===== src/hw/decim_pkg.sv =====
/*
 * Shared constants for the decimation chain and its receiver:
 * register offsets, field positions, reset values, widths.
 * Assumes an 8-bit register space reached through the chain's carrier.
 */
package decim_pkg;
    localparam int SAMPLE_W = 14;
    localparam int ADDR_W = 8;
    localparam int DATA_W = 8;
    localparam int PRI_STAGES = 9;
    localparam int QUAD_STAGES = 8;
    localparam int RATE_W = 4;
    localparam int PHASE_W = 3;

    localparam logic [7:0] ADDR_OUTPUT_RATE = 8'h02;
    localparam logic [7:0] ADDR_CLK_PHASE = 8'h64;
    localparam logic [7:0] ADDR_PRI_LOW = 8'h7a;
    localparam logic [7:0] ADDR_PRI_HIGH = 8'h7b;
    localparam logic [7:0] ADDR_QUAD = 8'h7c;
    localparam logic [7:0] ADDR_POST_OPTS = 8'h7d;
    localparam logic [7:0] ADDR_STATUS = 8'h7e;

    // Output rate register: data-rate divider low nibble, clock-rate high
    localparam int DATARATE_LSB = 0;
    localparam int CLKRATE_LSB = 4;
    // Phase register: select in bits 2:0, enable in bit 3
    localparam int PHASE_LSB = 0;
    localparam int PHASE_EN_BIT = 3;
    // Post-processing options register
    localparam int OPT_GAIN_BIT = 0;
    localparam int OPT_DOWNCONV_BIT = 1;

    localparam logic [7:0] RESET_VAL = 8'h00;
    localparam logic [7:0] READ_ZERO = 8'h00;
    // Phase select mask at 2x: only four phases
    localparam logic [2:0] PHASE_MASK_2X = 3'h3;
    localparam logic [3:0] RATE_2X = 4'h1;
    localparam logic [3:0] RATE_1X = 4'h0;
endpackage : decim_pkg


===== src/hw/decim_if.sv =====
/*
 * Carrier between the decimation chain and the downstream receiver.
 * Assumes both ends run on mclk; the chain owns the data clock strobe.
 */
`timescale 1ns/1ps
interface decim_if;
    import decim_pkg::*;
    logic [ADDR_W-1:0] cfg_addr;
    logic [DATA_W-1:0] cfg_wdata;
    logic cfg_wr;
    logic cfg_rd;
    logic [DATA_W-1:0] cfg_rdata;
    logic [SAMPLE_W-1:0] i_data;
    logic [SAMPLE_W-1:0] q_data;
    logic q_valid;
    logic output_data_clock;
    logic data_valid;

    modport chain (
        input cfg_addr, cfg_wdata, cfg_wr, cfg_rd,
        output cfg_rdata, i_data, q_data, q_valid, output_data_clock, data_valid
    );
    modport receiver (
        output cfg_addr, cfg_wdata, cfg_wr, cfg_rd,
        input cfg_rdata, i_data, q_data, q_valid, output_data_clock, data_valid
    );
endinterface : decim_if


===== src/hw/halving_stage.sv =====
/*
 * One halving stage: 3-tap [1 2 1]/4 low-pass, keeps every second sample.
 * Assumes in_valid pulses at most every cycle; bypass passes data through.
 */
`timescale 1ns/1ps
module halving_stage #(
    parameter int W = 14
) (
    input wire logic mclk,
    input wire logic rst,
    input wire logic enable,
    input wire logic in_valid,
    input wire logic signed [W-1:0] in_data,
    output logic out_valid,
    output logic signed [W-1:0] out_data
);
    logic signed [W-1:0] tap1_ff;
    logic signed [W-1:0] tap2_ff;
    logic phase_ff;
    logic signed [W+1:0] acc;

    assign acc = (W+2)'(in_data) + ((W+2)'(tap1_ff) <<< 1) + (W+2)'(tap2_ff);

    always_ff @(posedge mclk or posedge rst) begin
        if (rst) begin
            tap1_ff <= '0;
            tap2_ff <= '0;
            phase_ff <= 1'b0;
        end else if (in_valid) begin
            tap1_ff <= in_data;
            tap2_ff <= tap1_ff;
            phase_ff <= enable ? ~phase_ff : 1'b0;
        end
    end

    always_ff @(posedge mclk or posedge rst) begin
        if (rst) begin
            out_valid <= 1'b0;
            out_data <= '0;
        end else begin
            out_valid <= in_valid && (!enable || phase_ff);
            out_data <= enable ? acc[W+1:2] : in_data;
        end
    end
endmodule : halving_stage


===== src/hw/decim_chain.sv =====
/*
 * Decimation chain end: register file, pre-processing, primary and
 * quadrature halving cascades, output data clock divider with phase delay.
 * Assumes samples arrive on mclk with adc_valid, one per sampling clock.
 */
//
// Contract
// - Primary chain up to 512x, nine stages.
// - Each stage halves its input rate.
// - Without down-conversion, quadrature chain idle.
// - Configurer sets both chains equal with down-conversion.
// - Configurer clears primary first stage with down-conversion.
// - Quadrature chain filters Q by own field.
// - Half-band 2x plus 256x per chain.
// - Gain/offset and mixing precede decimation.
// - Each option enabled by own bit.
// - Output clock divided by decimation rate.
// - Configurer sets data and clock rate fields.
// - Configurer rewrites rates on decimation change.
// - Phase enable bit and 3-bit phase select.
// - Four phases at 2x, eight otherwise.
// - Phase control only when clock divided.
`timescale 1ns/1ps
module decim_chain
    import decim_pkg::*;
#(
    parameter int NPRI = PRI_STAGES,
    parameter int NQUAD = QUAD_STAGES
) (
    input wire logic mclk,
    input wire logic rst,
    input wire logic adc_valid,
    input wire logic signed [SAMPLE_W-1:0] adc_data,
    input wire logic signed [SAMPLE_W-1:0] gain_offset,
    decim_if.chain bus
);
    logic [7:0] rate_ff;
    logic [7:0] phase_ff;
    logic [7:0] pri_low_ff;
    logic [7:0] pri_high_ff;
    logic [7:0] quad_ff;
    logic [7:0] opts_ff;

    // Register writes
    always_ff @(posedge mclk or posedge rst) begin
        if (rst) begin
            rate_ff <= RESET_VAL;
            phase_ff <= RESET_VAL;
            pri_low_ff <= RESET_VAL;
            pri_high_ff <= RESET_VAL;
            quad_ff <= RESET_VAL;
            opts_ff <= RESET_VAL;
        end else if (bus.cfg_wr) begin
            case (bus.cfg_addr)
                ADDR_OUTPUT_RATE: rate_ff <= bus.cfg_wdata;
                ADDR_CLK_PHASE: phase_ff <= bus.cfg_wdata;
                ADDR_PRI_LOW: pri_low_ff <= bus.cfg_wdata;
                ADDR_PRI_HIGH: pri_high_ff <= bus.cfg_wdata;
                ADDR_QUAD: quad_ff <= bus.cfg_wdata;
                ADDR_POST_OPTS: opts_ff <= bus.cfg_wdata;
                default: ;
            endcase
        end
    end

    logic [NPRI-1:0] pri_sel;
    logic [NQUAD-1:0] quad_sel;
    logic gain_en;
    logic downconv_en;
    assign pri_sel = NPRI'({pri_high_ff, pri_low_ff});
    assign quad_sel = NQUAD'(quad_ff);
    assign gain_en = opts_ff[OPT_GAIN_BIT];
    assign downconv_en = opts_ff[OPT_DOWNCONV_BIT];

    // Pre-processing: gain/offset then fs/4 mixer and 2x half-band
    logic signed [SAMPLE_W-1:0] pre_s;
    logic [1:0] nco_ff;
    logic signed [SAMPLE_W-1:0] mix_i_ff;
    logic signed [SAMPLE_W-1:0] mix_q_ff;
    logic mix_v_ff;
    logic hb_ph_ff;
    logic signed [SAMPLE_W-1:0] hb_i_ff;
    logic signed [SAMPLE_W-1:0] hb_q_ff;
    logic hb_v_ff;

    assign pre_s = gain_en ? adc_data + gain_offset : adc_data;

    always_ff @(posedge mclk or posedge rst) begin
        if (rst) begin
            nco_ff <= 2'h0;
            mix_i_ff <= '0;
            mix_q_ff <= '0;
            mix_v_ff <= 1'b0;
        end else begin
            mix_v_ff <= adc_valid;
            if (adc_valid) begin
                nco_ff <= downconv_en ? nco_ff + 2'h1 : 2'h0;
                mix_i_ff <= (!downconv_en || !nco_ff[0]) ? (nco_ff[1] ? -pre_s : pre_s) : '0;
                mix_q_ff <= (downconv_en && nco_ff[0]) ? (nco_ff[1] ? pre_s : -pre_s) : '0;
            end
        end
    end

    always_ff @(posedge mclk or posedge rst) begin
        if (rst) begin
            hb_ph_ff <= 1'b0;
            hb_i_ff <= '0;
            hb_q_ff <= '0;
            hb_v_ff <= 1'b0;
        end else begin
            hb_v_ff <= mix_v_ff && (!downconv_en || hb_ph_ff);
            if (mix_v_ff) begin
                hb_ph_ff <= downconv_en ? ~hb_ph_ff : 1'b0;
                hb_i_ff <= mix_i_ff;
                hb_q_ff <= mix_q_ff;
            end
        end
    end

    // Cascades of halving stages
    logic signed [SAMPLE_W-1:0] pd [NPRI+1];
    logic pv [NPRI+1];
    logic signed [SAMPLE_W-1:0] qd [NQUAD+1];
    logic qv [NQUAD+1];
    assign pd[0] = hb_i_ff;
    assign pv[0] = hb_v_ff;
    assign qd[0] = hb_q_ff;
    assign qv[0] = hb_v_ff && downconv_en;

    genvar g;
    generate
        for (g = 0; g < NPRI; g++) begin : g_pri
            halving_stage #(.W(SAMPLE_W)) i_halving_stage (
                .mclk(mclk),
                .rst(rst),
                .enable(pri_sel[g]),
                .in_valid(pv[g]),
                .in_data(pd[g]),
                .out_valid(pv[g+1]),
                .out_data(pd[g+1])
            );
        end
        for (g = 0; g < NQUAD; g++) begin : g_quad
            halving_stage #(.W(SAMPLE_W)) i_halving_stage (
                .mclk(mclk),
                .rst(rst),
                .enable(quad_sel[g] && downconv_en),
                .in_valid(qv[g]),
                .in_data(qd[g]),
                .out_valid(qv[g+1]),
                .out_data(qd[g+1])
            );
        end
    endgenerate

    // Output data and clock: divider counts mclk by 2^clock_rate_divider
    logic [RATE_W-1:0] clk_rate;
    logic [RATE_W-1:0] data_rate;
    logic [15:0] div_cnt_ff;
    logic [15:0] div_len;
    logic [2:0] phase_sel;
    logic phase_on;
    logic [15:0] phase_pos;
    assign clk_rate = rate_ff[CLKRATE_LSB +: RATE_W];
    assign data_rate = rate_ff[DATARATE_LSB +: RATE_W];
    assign div_len = 16'h1 << clk_rate;
    assign phase_on = phase_ff[PHASE_EN_BIT] && (clk_rate != RATE_1X);
    assign phase_sel = (clk_rate == RATE_2X) ? (phase_ff[PHASE_LSB +: PHASE_W] & PHASE_MASK_2X)
                                              : phase_ff[PHASE_LSB +: PHASE_W];
    // Phase step is one eighth of the divided period, at least one cycle;
    // wrapped into the period so short periods never lose the clock
    logic [15:0] phase_raw;
    assign phase_raw = ((div_len >> 3) == 16'h0) ? {13'h0, phase_sel} : 16'(phase_sel) * (div_len >> 3);
    assign phase_pos = phase_on ? (phase_raw & (div_len - 16'h1)) : 16'h0;

    always_ff @(posedge mclk or posedge rst) begin
        if (rst) begin
            div_cnt_ff <= 16'h0;
        end else begin
            div_cnt_ff <= (div_cnt_ff + 16'h1 >= div_len) ? 16'h0 : div_cnt_ff + 16'h1;
        end
    end

    logic [15:0] rel_pos;
    assign rel_pos = (div_cnt_ff >= phase_pos) ? div_cnt_ff - phase_pos : div_cnt_ff + div_len - phase_pos;

    always_ff @(posedge mclk or posedge rst) begin
        if (rst) begin
            bus.output_data_clock <= 1'b0;
        end else begin
            bus.output_data_clock <= (clk_rate == RATE_1X) ? ~bus.output_data_clock
                                                            : (rel_pos < (div_len >> 1));
        end
    end

    // Data outputs held until the next decimated sample
    always_ff @(posedge mclk or posedge rst) begin
        if (rst) begin
            bus.i_data <= '0;
            bus.q_data <= '0;
            bus.data_valid <= 1'b0;
            bus.q_valid <= 1'b0;
        end else begin
            bus.data_valid <= pv[NPRI];
            bus.q_valid <= qv[NQUAD];
            if (pv[NPRI]) begin
                bus.i_data <= pd[NPRI];
            end
            if (qv[NQUAD]) begin
                bus.q_data <= qd[NQUAD];
            end
        end
    end

    // Register reads answer in the strobe cycle; the receiver registers them.
    // Status shows data-rate match to clock-rate
    always_comb begin
        bus.cfg_rdata = READ_ZERO;
        if (bus.cfg_rd) begin
            case (bus.cfg_addr)
                ADDR_OUTPUT_RATE: bus.cfg_rdata = rate_ff;
                ADDR_CLK_PHASE: bus.cfg_rdata = phase_ff;
                ADDR_PRI_LOW: bus.cfg_rdata = pri_low_ff;
                ADDR_PRI_HIGH: bus.cfg_rdata = pri_high_ff;
                ADDR_QUAD: bus.cfg_rdata = quad_ff;
                ADDR_POST_OPTS: bus.cfg_rdata = opts_ff;
                ADDR_STATUS: bus.cfg_rdata = {6'h0, phase_on, data_rate == clk_rate};
                default: bus.cfg_rdata = READ_ZERO;
            endcase
        end
    end
endmodule : decim_chain


===== src/flat_wrapper.sv =====
// flat-port wrapper written by rule: the top's interface ports become plain ports
module decim_chain_flat import decim_pkg::*;
#(
    parameter int NPRI = PRI_STAGES,
    parameter int NQUAD = QUAD_STAGES
)
  (mclk, rst, adc_valid, adc_data, gain_offset, bus_cfg_addr, bus_cfg_wdata, bus_cfg_wr, bus_cfg_rd, bus_cfg_rdata, bus_i_data, bus_q_data, bus_q_valid, bus_output_data_clock, bus_data_valid);
  decim_if bus_i ();
  input wire logic mclk;
  input wire logic rst;
  input wire logic adc_valid;
  input wire logic signed [SAMPLE_W-1:0] adc_data;
  input wire logic signed [SAMPLE_W-1:0] gain_offset;
  input wire logic [$bits(bus_i.cfg_addr)-1:0] bus_cfg_addr;
  input wire logic [$bits(bus_i.cfg_wdata)-1:0] bus_cfg_wdata;
  input wire logic [$bits(bus_i.cfg_wr)-1:0] bus_cfg_wr;
  input wire logic [$bits(bus_i.cfg_rd)-1:0] bus_cfg_rd;
  output wire logic [$bits(bus_i.cfg_rdata)-1:0] bus_cfg_rdata;
  output wire logic [$bits(bus_i.i_data)-1:0] bus_i_data;
  output wire logic [$bits(bus_i.q_data)-1:0] bus_q_data;
  output wire logic [$bits(bus_i.q_valid)-1:0] bus_q_valid;
  output wire logic [$bits(bus_i.output_data_clock)-1:0] bus_output_data_clock;
  output wire logic [$bits(bus_i.data_valid)-1:0] bus_data_valid;
  assign bus_i.cfg_addr = bus_cfg_addr;
  assign bus_i.cfg_wdata = bus_cfg_wdata;
  assign bus_i.cfg_wr = bus_cfg_wr;
  assign bus_i.cfg_rd = bus_cfg_rd;
  assign bus_cfg_rdata = bus_i.cfg_rdata;
  assign bus_i_data = bus_i.i_data;
  assign bus_q_data = bus_i.q_data;
  assign bus_q_valid = bus_i.q_valid;
  assign bus_output_data_clock = bus_i.output_data_clock;
  assign bus_data_valid = bus_i.data_valid;
  decim_chain #(.NPRI(NPRI), .NQUAD(NQUAD)) u_core (.mclk(mclk), .rst(rst), .adc_valid(adc_valid), .adc_data(adc_data), .gain_offset(gain_offset), .bus(bus_i));
endmodule

===== config.mk =====
export PLATFORM = sky130hd
export DESIGN_NAME = decim_chain_flat
export DESIGN_NICKNAME = d
export VERILOG_FILES = /design/src/hw/decim_pkg.sv /design/src/hw/decim_if.sv /design/src/hw/halving_stage.sv /design/src/hw/decim_chain.sv /design/src/flat_wrapper.sv
export SDC_FILE = /design/constraint.sdc
export NUM_CORES = 2
export LEC_CHECK = 0
export BUFFER_PORTS_ARGS = -buffer_cell sky130_fd_sc_hd__buf_2
export CAP_MARGIN = 30
export CORE_UTILIZATION = 58
export CTS_CLUSTER_SIZE = 30
export DETAILED_ROUTE_END_ITERATION = 6
export GPL_ROUTABILITY_DRIVEN = 0
export PLACE_DENSITY = 0.73
export SYNTH_ARGS = -nofsm -noshare
export SYNTH_HDL_FRONTEND = slang
export SYNTH_SLANG_ARGS = --single-unit

===== constraint.sdc =====
create_clock -name mclk -period 30.3 [get_ports mclk]
set_clock_uncertainty 0.2 [all_clocks]
set_input_delay 4.545 -clock mclk [delete_from_list [all_inputs] [get_ports mclk]]
set_output_delay 4.545 -clock mclk [all_outputs]
set_load 0.01 [all_outputs]

==> results.toml <==
[run_status]
outcome = "finished with violations"
violations = "DRC"

[logic_synthesis]
synth-seq-cells = 904
synth-xor-area-share_pct = 5.08
syn_nets = 5109
synth_warnings = 0
post_synth_num_cell_types = 81
synth_compound_area_share_pct = 9.25
yosys.area_share.simple_pct = 7.29
synth_seq_area_share_pct = 42.6
syn-cell-area_sq_um = 53100
syn_inst = 4463
muxShareOfSynthArea_pct = 15.4
synth-adder-area-share_pct = 18.1
synth_top_family_by_area = "adder cells"
synth.avg_cell_area_sq_um = 11.9
synth_edf_count = 0
async_flop_share_pct = 100
synthFlopType = "dfrtp_1"

[routing]
drt-pass1-iter-count = 7
ant_nets = 0
drt_wl_total_um = 94500
drc_errors = 2
wl_per_cell_um = 16.2
vias_per_cell = 5.70
first_iter_violations = 1810
dr_total_vias = 33200

[power_and_ir_drop]
ir_worst_vdd_v = 0.0000610
p_per_area_nw_per_um2 = 85.2
p_leak_nw = 27.6

[clock_tree]
ctsResizeCount = 0
cts_hold_buf = 0
cts.sinks = 904
clk_latency_ns = 0.66
htree_levels = 3
cts-root-buf = "clkbuf_16"
clk_path_buf_depth = 3
post_cts_buffers = 0
clk_pin_slew_ns = 0.06
numCtsBuffers = 96
cts_tree = "yes"

[critical_path]
critPathLaunchType = "primary input"
arrival_ns = 6.65
cp_common_cell = "buf_2"
cpPeakStageDelay_ns = 0.64
r2r-start = "u_core.rate_ff[6]"
crit_path_cell_trace = "buf_2, or4_1, nor4_2, nor2_1, nand2_1, o31ai_1, a31oi_1, buf_2"
slowest_stage = "nor4_2"
critical_path_class = "in -> out"
startpoint = "bus_cfg_addr[7]"
cp_max_fo = 10
end_kind = "output pin"
crit_required_ns = 25.56

[grt]
grt_antenna_before_repair = 0
grt_pass1_wl_um = 166000
first_global_vias = 34300
grt_max_degree = 170
grt_usage_pct = 21.2
grt-ovfl-total = 0

[flow_run]
drv_cap = 0

[sta]
max_freq_ghz = 0.0878
setup_viol = 0
relSlewSlack_pct = 33.0
finalCritPeriodShare_pct = 37.6
tightestPinTransition_ns = 1.01
drv_slew = 0
fin_setup_tns_ns = 0
final_hold_viol_count = 0
rsz0062_at_grt = "no"
period_minus_slack_ns = 11.39

[floorplan]
io_pins = 88
die_w_um = 305
coreArea_sq_um = 90400
rows = 110
die-area_sq_um = 92800
start_util_pct = 58.8
die_y_um = 305

[cells_and_area]
area_growth_pct = 10.3
fin_nets = 5207
fin_cells = 5817
drive_gt1_share_pct = 22.7
diodes = 0

[placed_design]
dp_cells = 5635
place_hpwl_um = 69300
io_buffers = 87

[hold_path]
hp-class = "reg -> reg"
min-delay-start = "u_core.g_quad[6].i_halving_stage.phase_ff"
per-layer routing:
metal  up-vias  share of wire (%)  GRT usage, %  routed length (um)
met5         -                  0             0                   0
met4         0                2.1          6.15                1990
met3       160                3.8          2.70                3580
met2       510                 48          35.9               45800
met1     16500                 46          28.7               43100
li1      16000                  -             -                   -
cells in the mapped netlist (5+ instances only):
| cell type | instances | area share [%] |
|---|---|---|
| a211oi_1 | 13 | 0.18 |
| a21boi_0 | 31 | 0.44 |
| a21boi_1 | 7 | 0.099 |
| a21o_1 | 49 | 0.69 |
| a21oi_1 | 179 | 1.7 |
| a222oi_1 | 8 | 0.15 |
| a31oi_1 | 40 | 0.47 |
| a41oi_1 | 33 | 0.54 |
| and2_1 | 11 | 0.13 |
| and3_1 | 29 | 0.34 |
| and4_1 | 6 | 0.099 |
| buf_1 | 41 | 0.29 |
| clkbuf_1 | 82 | 0.58 |
| dfrtp_1 | 904 | 43 |
| fa_1 | 283 | 11 |
| ha_1 | 314 | 7.4 |
| inv_1 | 207 | 1.5 |
| mux2_2 | 710 | 15 |
| mux2i_1 | 13 | 0.24 |
| nand2_1 | 286 | 2.0 |
| nand2b_1 | 30 | 0.35 |
| nand3_1 | 85 | 0.80 |
| nand4_1 | 10 | 0.12 |
| nor2_1 | 180 | 1.3 |
| nor2b_1 | 51 | 0.60 |
| nor3_1 | 71 | 0.67 |
| nor4_1 | 5 | 0.059 |
| o211ai_1 | 10 | 0.14 |
| o21a_1 | 25 | 0.35 |
| o21ai_0 | 229 | 2.2 |
| o21bai_1 | 44 | 0.62 |
| o22ai_1 | 23 | 0.27 |
| o31ai_1 | 14 | 0.20 |
| o41ai_1 | 25 | 0.41 |
| or2_2 | 16 | 0.19 |
| or3_1 | 19 | 0.22 |
| xnor2_1 | 185 | 3.0 |
| xor2_1 | 123 | 2.0 |
registers in the layout, indices dropped and copies added (netlist names), 14 cells and up:
name,flops
u_core.g_pri.i_halving_stage.out_data,126
u_core.g_pri.i_halving_stage.tap1_ff,126
u_core.g_pri.i_halving_stage.tap2_ff,126
u_core.g_quad.i_halving_stage.out_data,112
u_core.g_quad.i_halving_stage.tap1_ff,112
u_core.g_quad.i_halving_stage.tap2_ff,112
u_core.div_cnt_ff,16
u_core.bus.i_data,14
u_core.bus.q_data,14
u_core.hb_i_ff,14
u_core.hb_q_ff,14
u_core.mix_i_ff,14
u_core.mix_q_ff,14
area by class of cell:
type                    count  area [sq um]
clock inverters            56           648
multi-input cells        3227         29300
fillers                  6737         31800
inverters                 207           785
flip-flops and latches    904         22600
clock buffers             122          2680
repair buffers            125          1150
well taps                1176          1470
path summary, 6_finish.rpt:
| check | to | slack, ns | cells past startpoint |
|---|---|---|---|
| worst min register to register | u_core.g_quad[6].i_halving_stage.phase_ff | 0.27 | 1 |
| worst max register to register | u_core.bus.output_data_clock | 22.13 | 31 |
| worst max-delay path | bus_cfg_rdata[0] | 18.91 | 8 |
| worst min-delay path | u_core.g_quad[6].i_halving_stage.phase_ff | 0.27 | 1 |
| max in group asynchronous | u_core.g_pri[1].i_halving_stage.tap2_ff[5] | 22.73 | 8 |
| min in group asynchronous | u_core.g_quad[4].i_halving_stage.tap2_ff[13] | 3.56 | 2 |
power by group:
part | internal (mW) | leakage, nW | switching, mW
Sequential | 1.42 | 11.8 | 0.207
Combinational | 1.08 | 14.1 | 1.08
Clock | 0.723 | 1.63 | 0.491
Total | 3.22 | 27.6 | 1.78
placed cells by master, fill, tap and decap left out, types with 19 or more instances in the layout:
cell type / synthesis / routed
a31oi_1: 40 / 40
o22ai_1: 23 / 23
nand2_1: 286 / 286
nor2b_1: 51 / 51
a41oi_1: 33 / 33
o21bai_1: 44 / 44
fa_1: 283 / 283
o21ai_0: 229 / 229
o41ai_1: 25 / 25
ha_1: 314 / 314
a21boi_0: 31 / 31
clkbuf_16: 0 / 97
mux2_2: 710 / 710
xnor2_1: 185 / 185
nand3_1: 85 / 85
nand2b_1: 30 / 30
inv_1: 207 / 206
a21oi_1: 179 / 179
a21o_1: 49 / 49
and3_1: 29 / 29
o21a_1: 25 / 25
nor2_1: 180 / 180
buf_16: 0 / 20
dfrtp_1: 904 / 904
buf_2: 1 / 87
or3_1: 19 / 19
xor2_1: 123 / 123
clkinv_2: 0 / 27
nor3_1: 71 / 71
kinds of logic after synthesis:
kind of cell             after synthesis
flip-flops                           904
XOR/XNOR                             308
other                                  1
buffers and inverters                332
AND/OR/NAND/NOR                      820
multiplexers                         726
AO/OA/AOI/OAI                        775
adder cells (fa/ha/maj)              597
through the flow:
| step | area, sq um | hold WS (ns) | utilization [%] | power (mW) | worst slack (ns) |
|---|---|---|---|---|---|
| finish | 58600 | 0.269 | 64.8 | 4.99 | 18.91 |
| CTS | 58500 | 0.275 | 64.7 | 5.04 | 18.97 |
| floorplan | 53100 | 0.241 | - | 3.36 | 0.141 |
| global route | 58600 | 0.283 | 64.8 | 5.41 | 18.79 |
| global placement | 54700 | 0.256 | 60.5 | 3.69 | 18.96 |
| detailed placement | 55200 | 0.264 | 61.0 | 3.78 | 18.98 |
critical path: cells and delay by family:
family	cells	cell delay (ns)
and+or+nand+nor	4	1.37
AOI/OAI and AO/OA	2	0.44
buffers and inverters	2	0.29
Power figures use the tool's default switching activity.
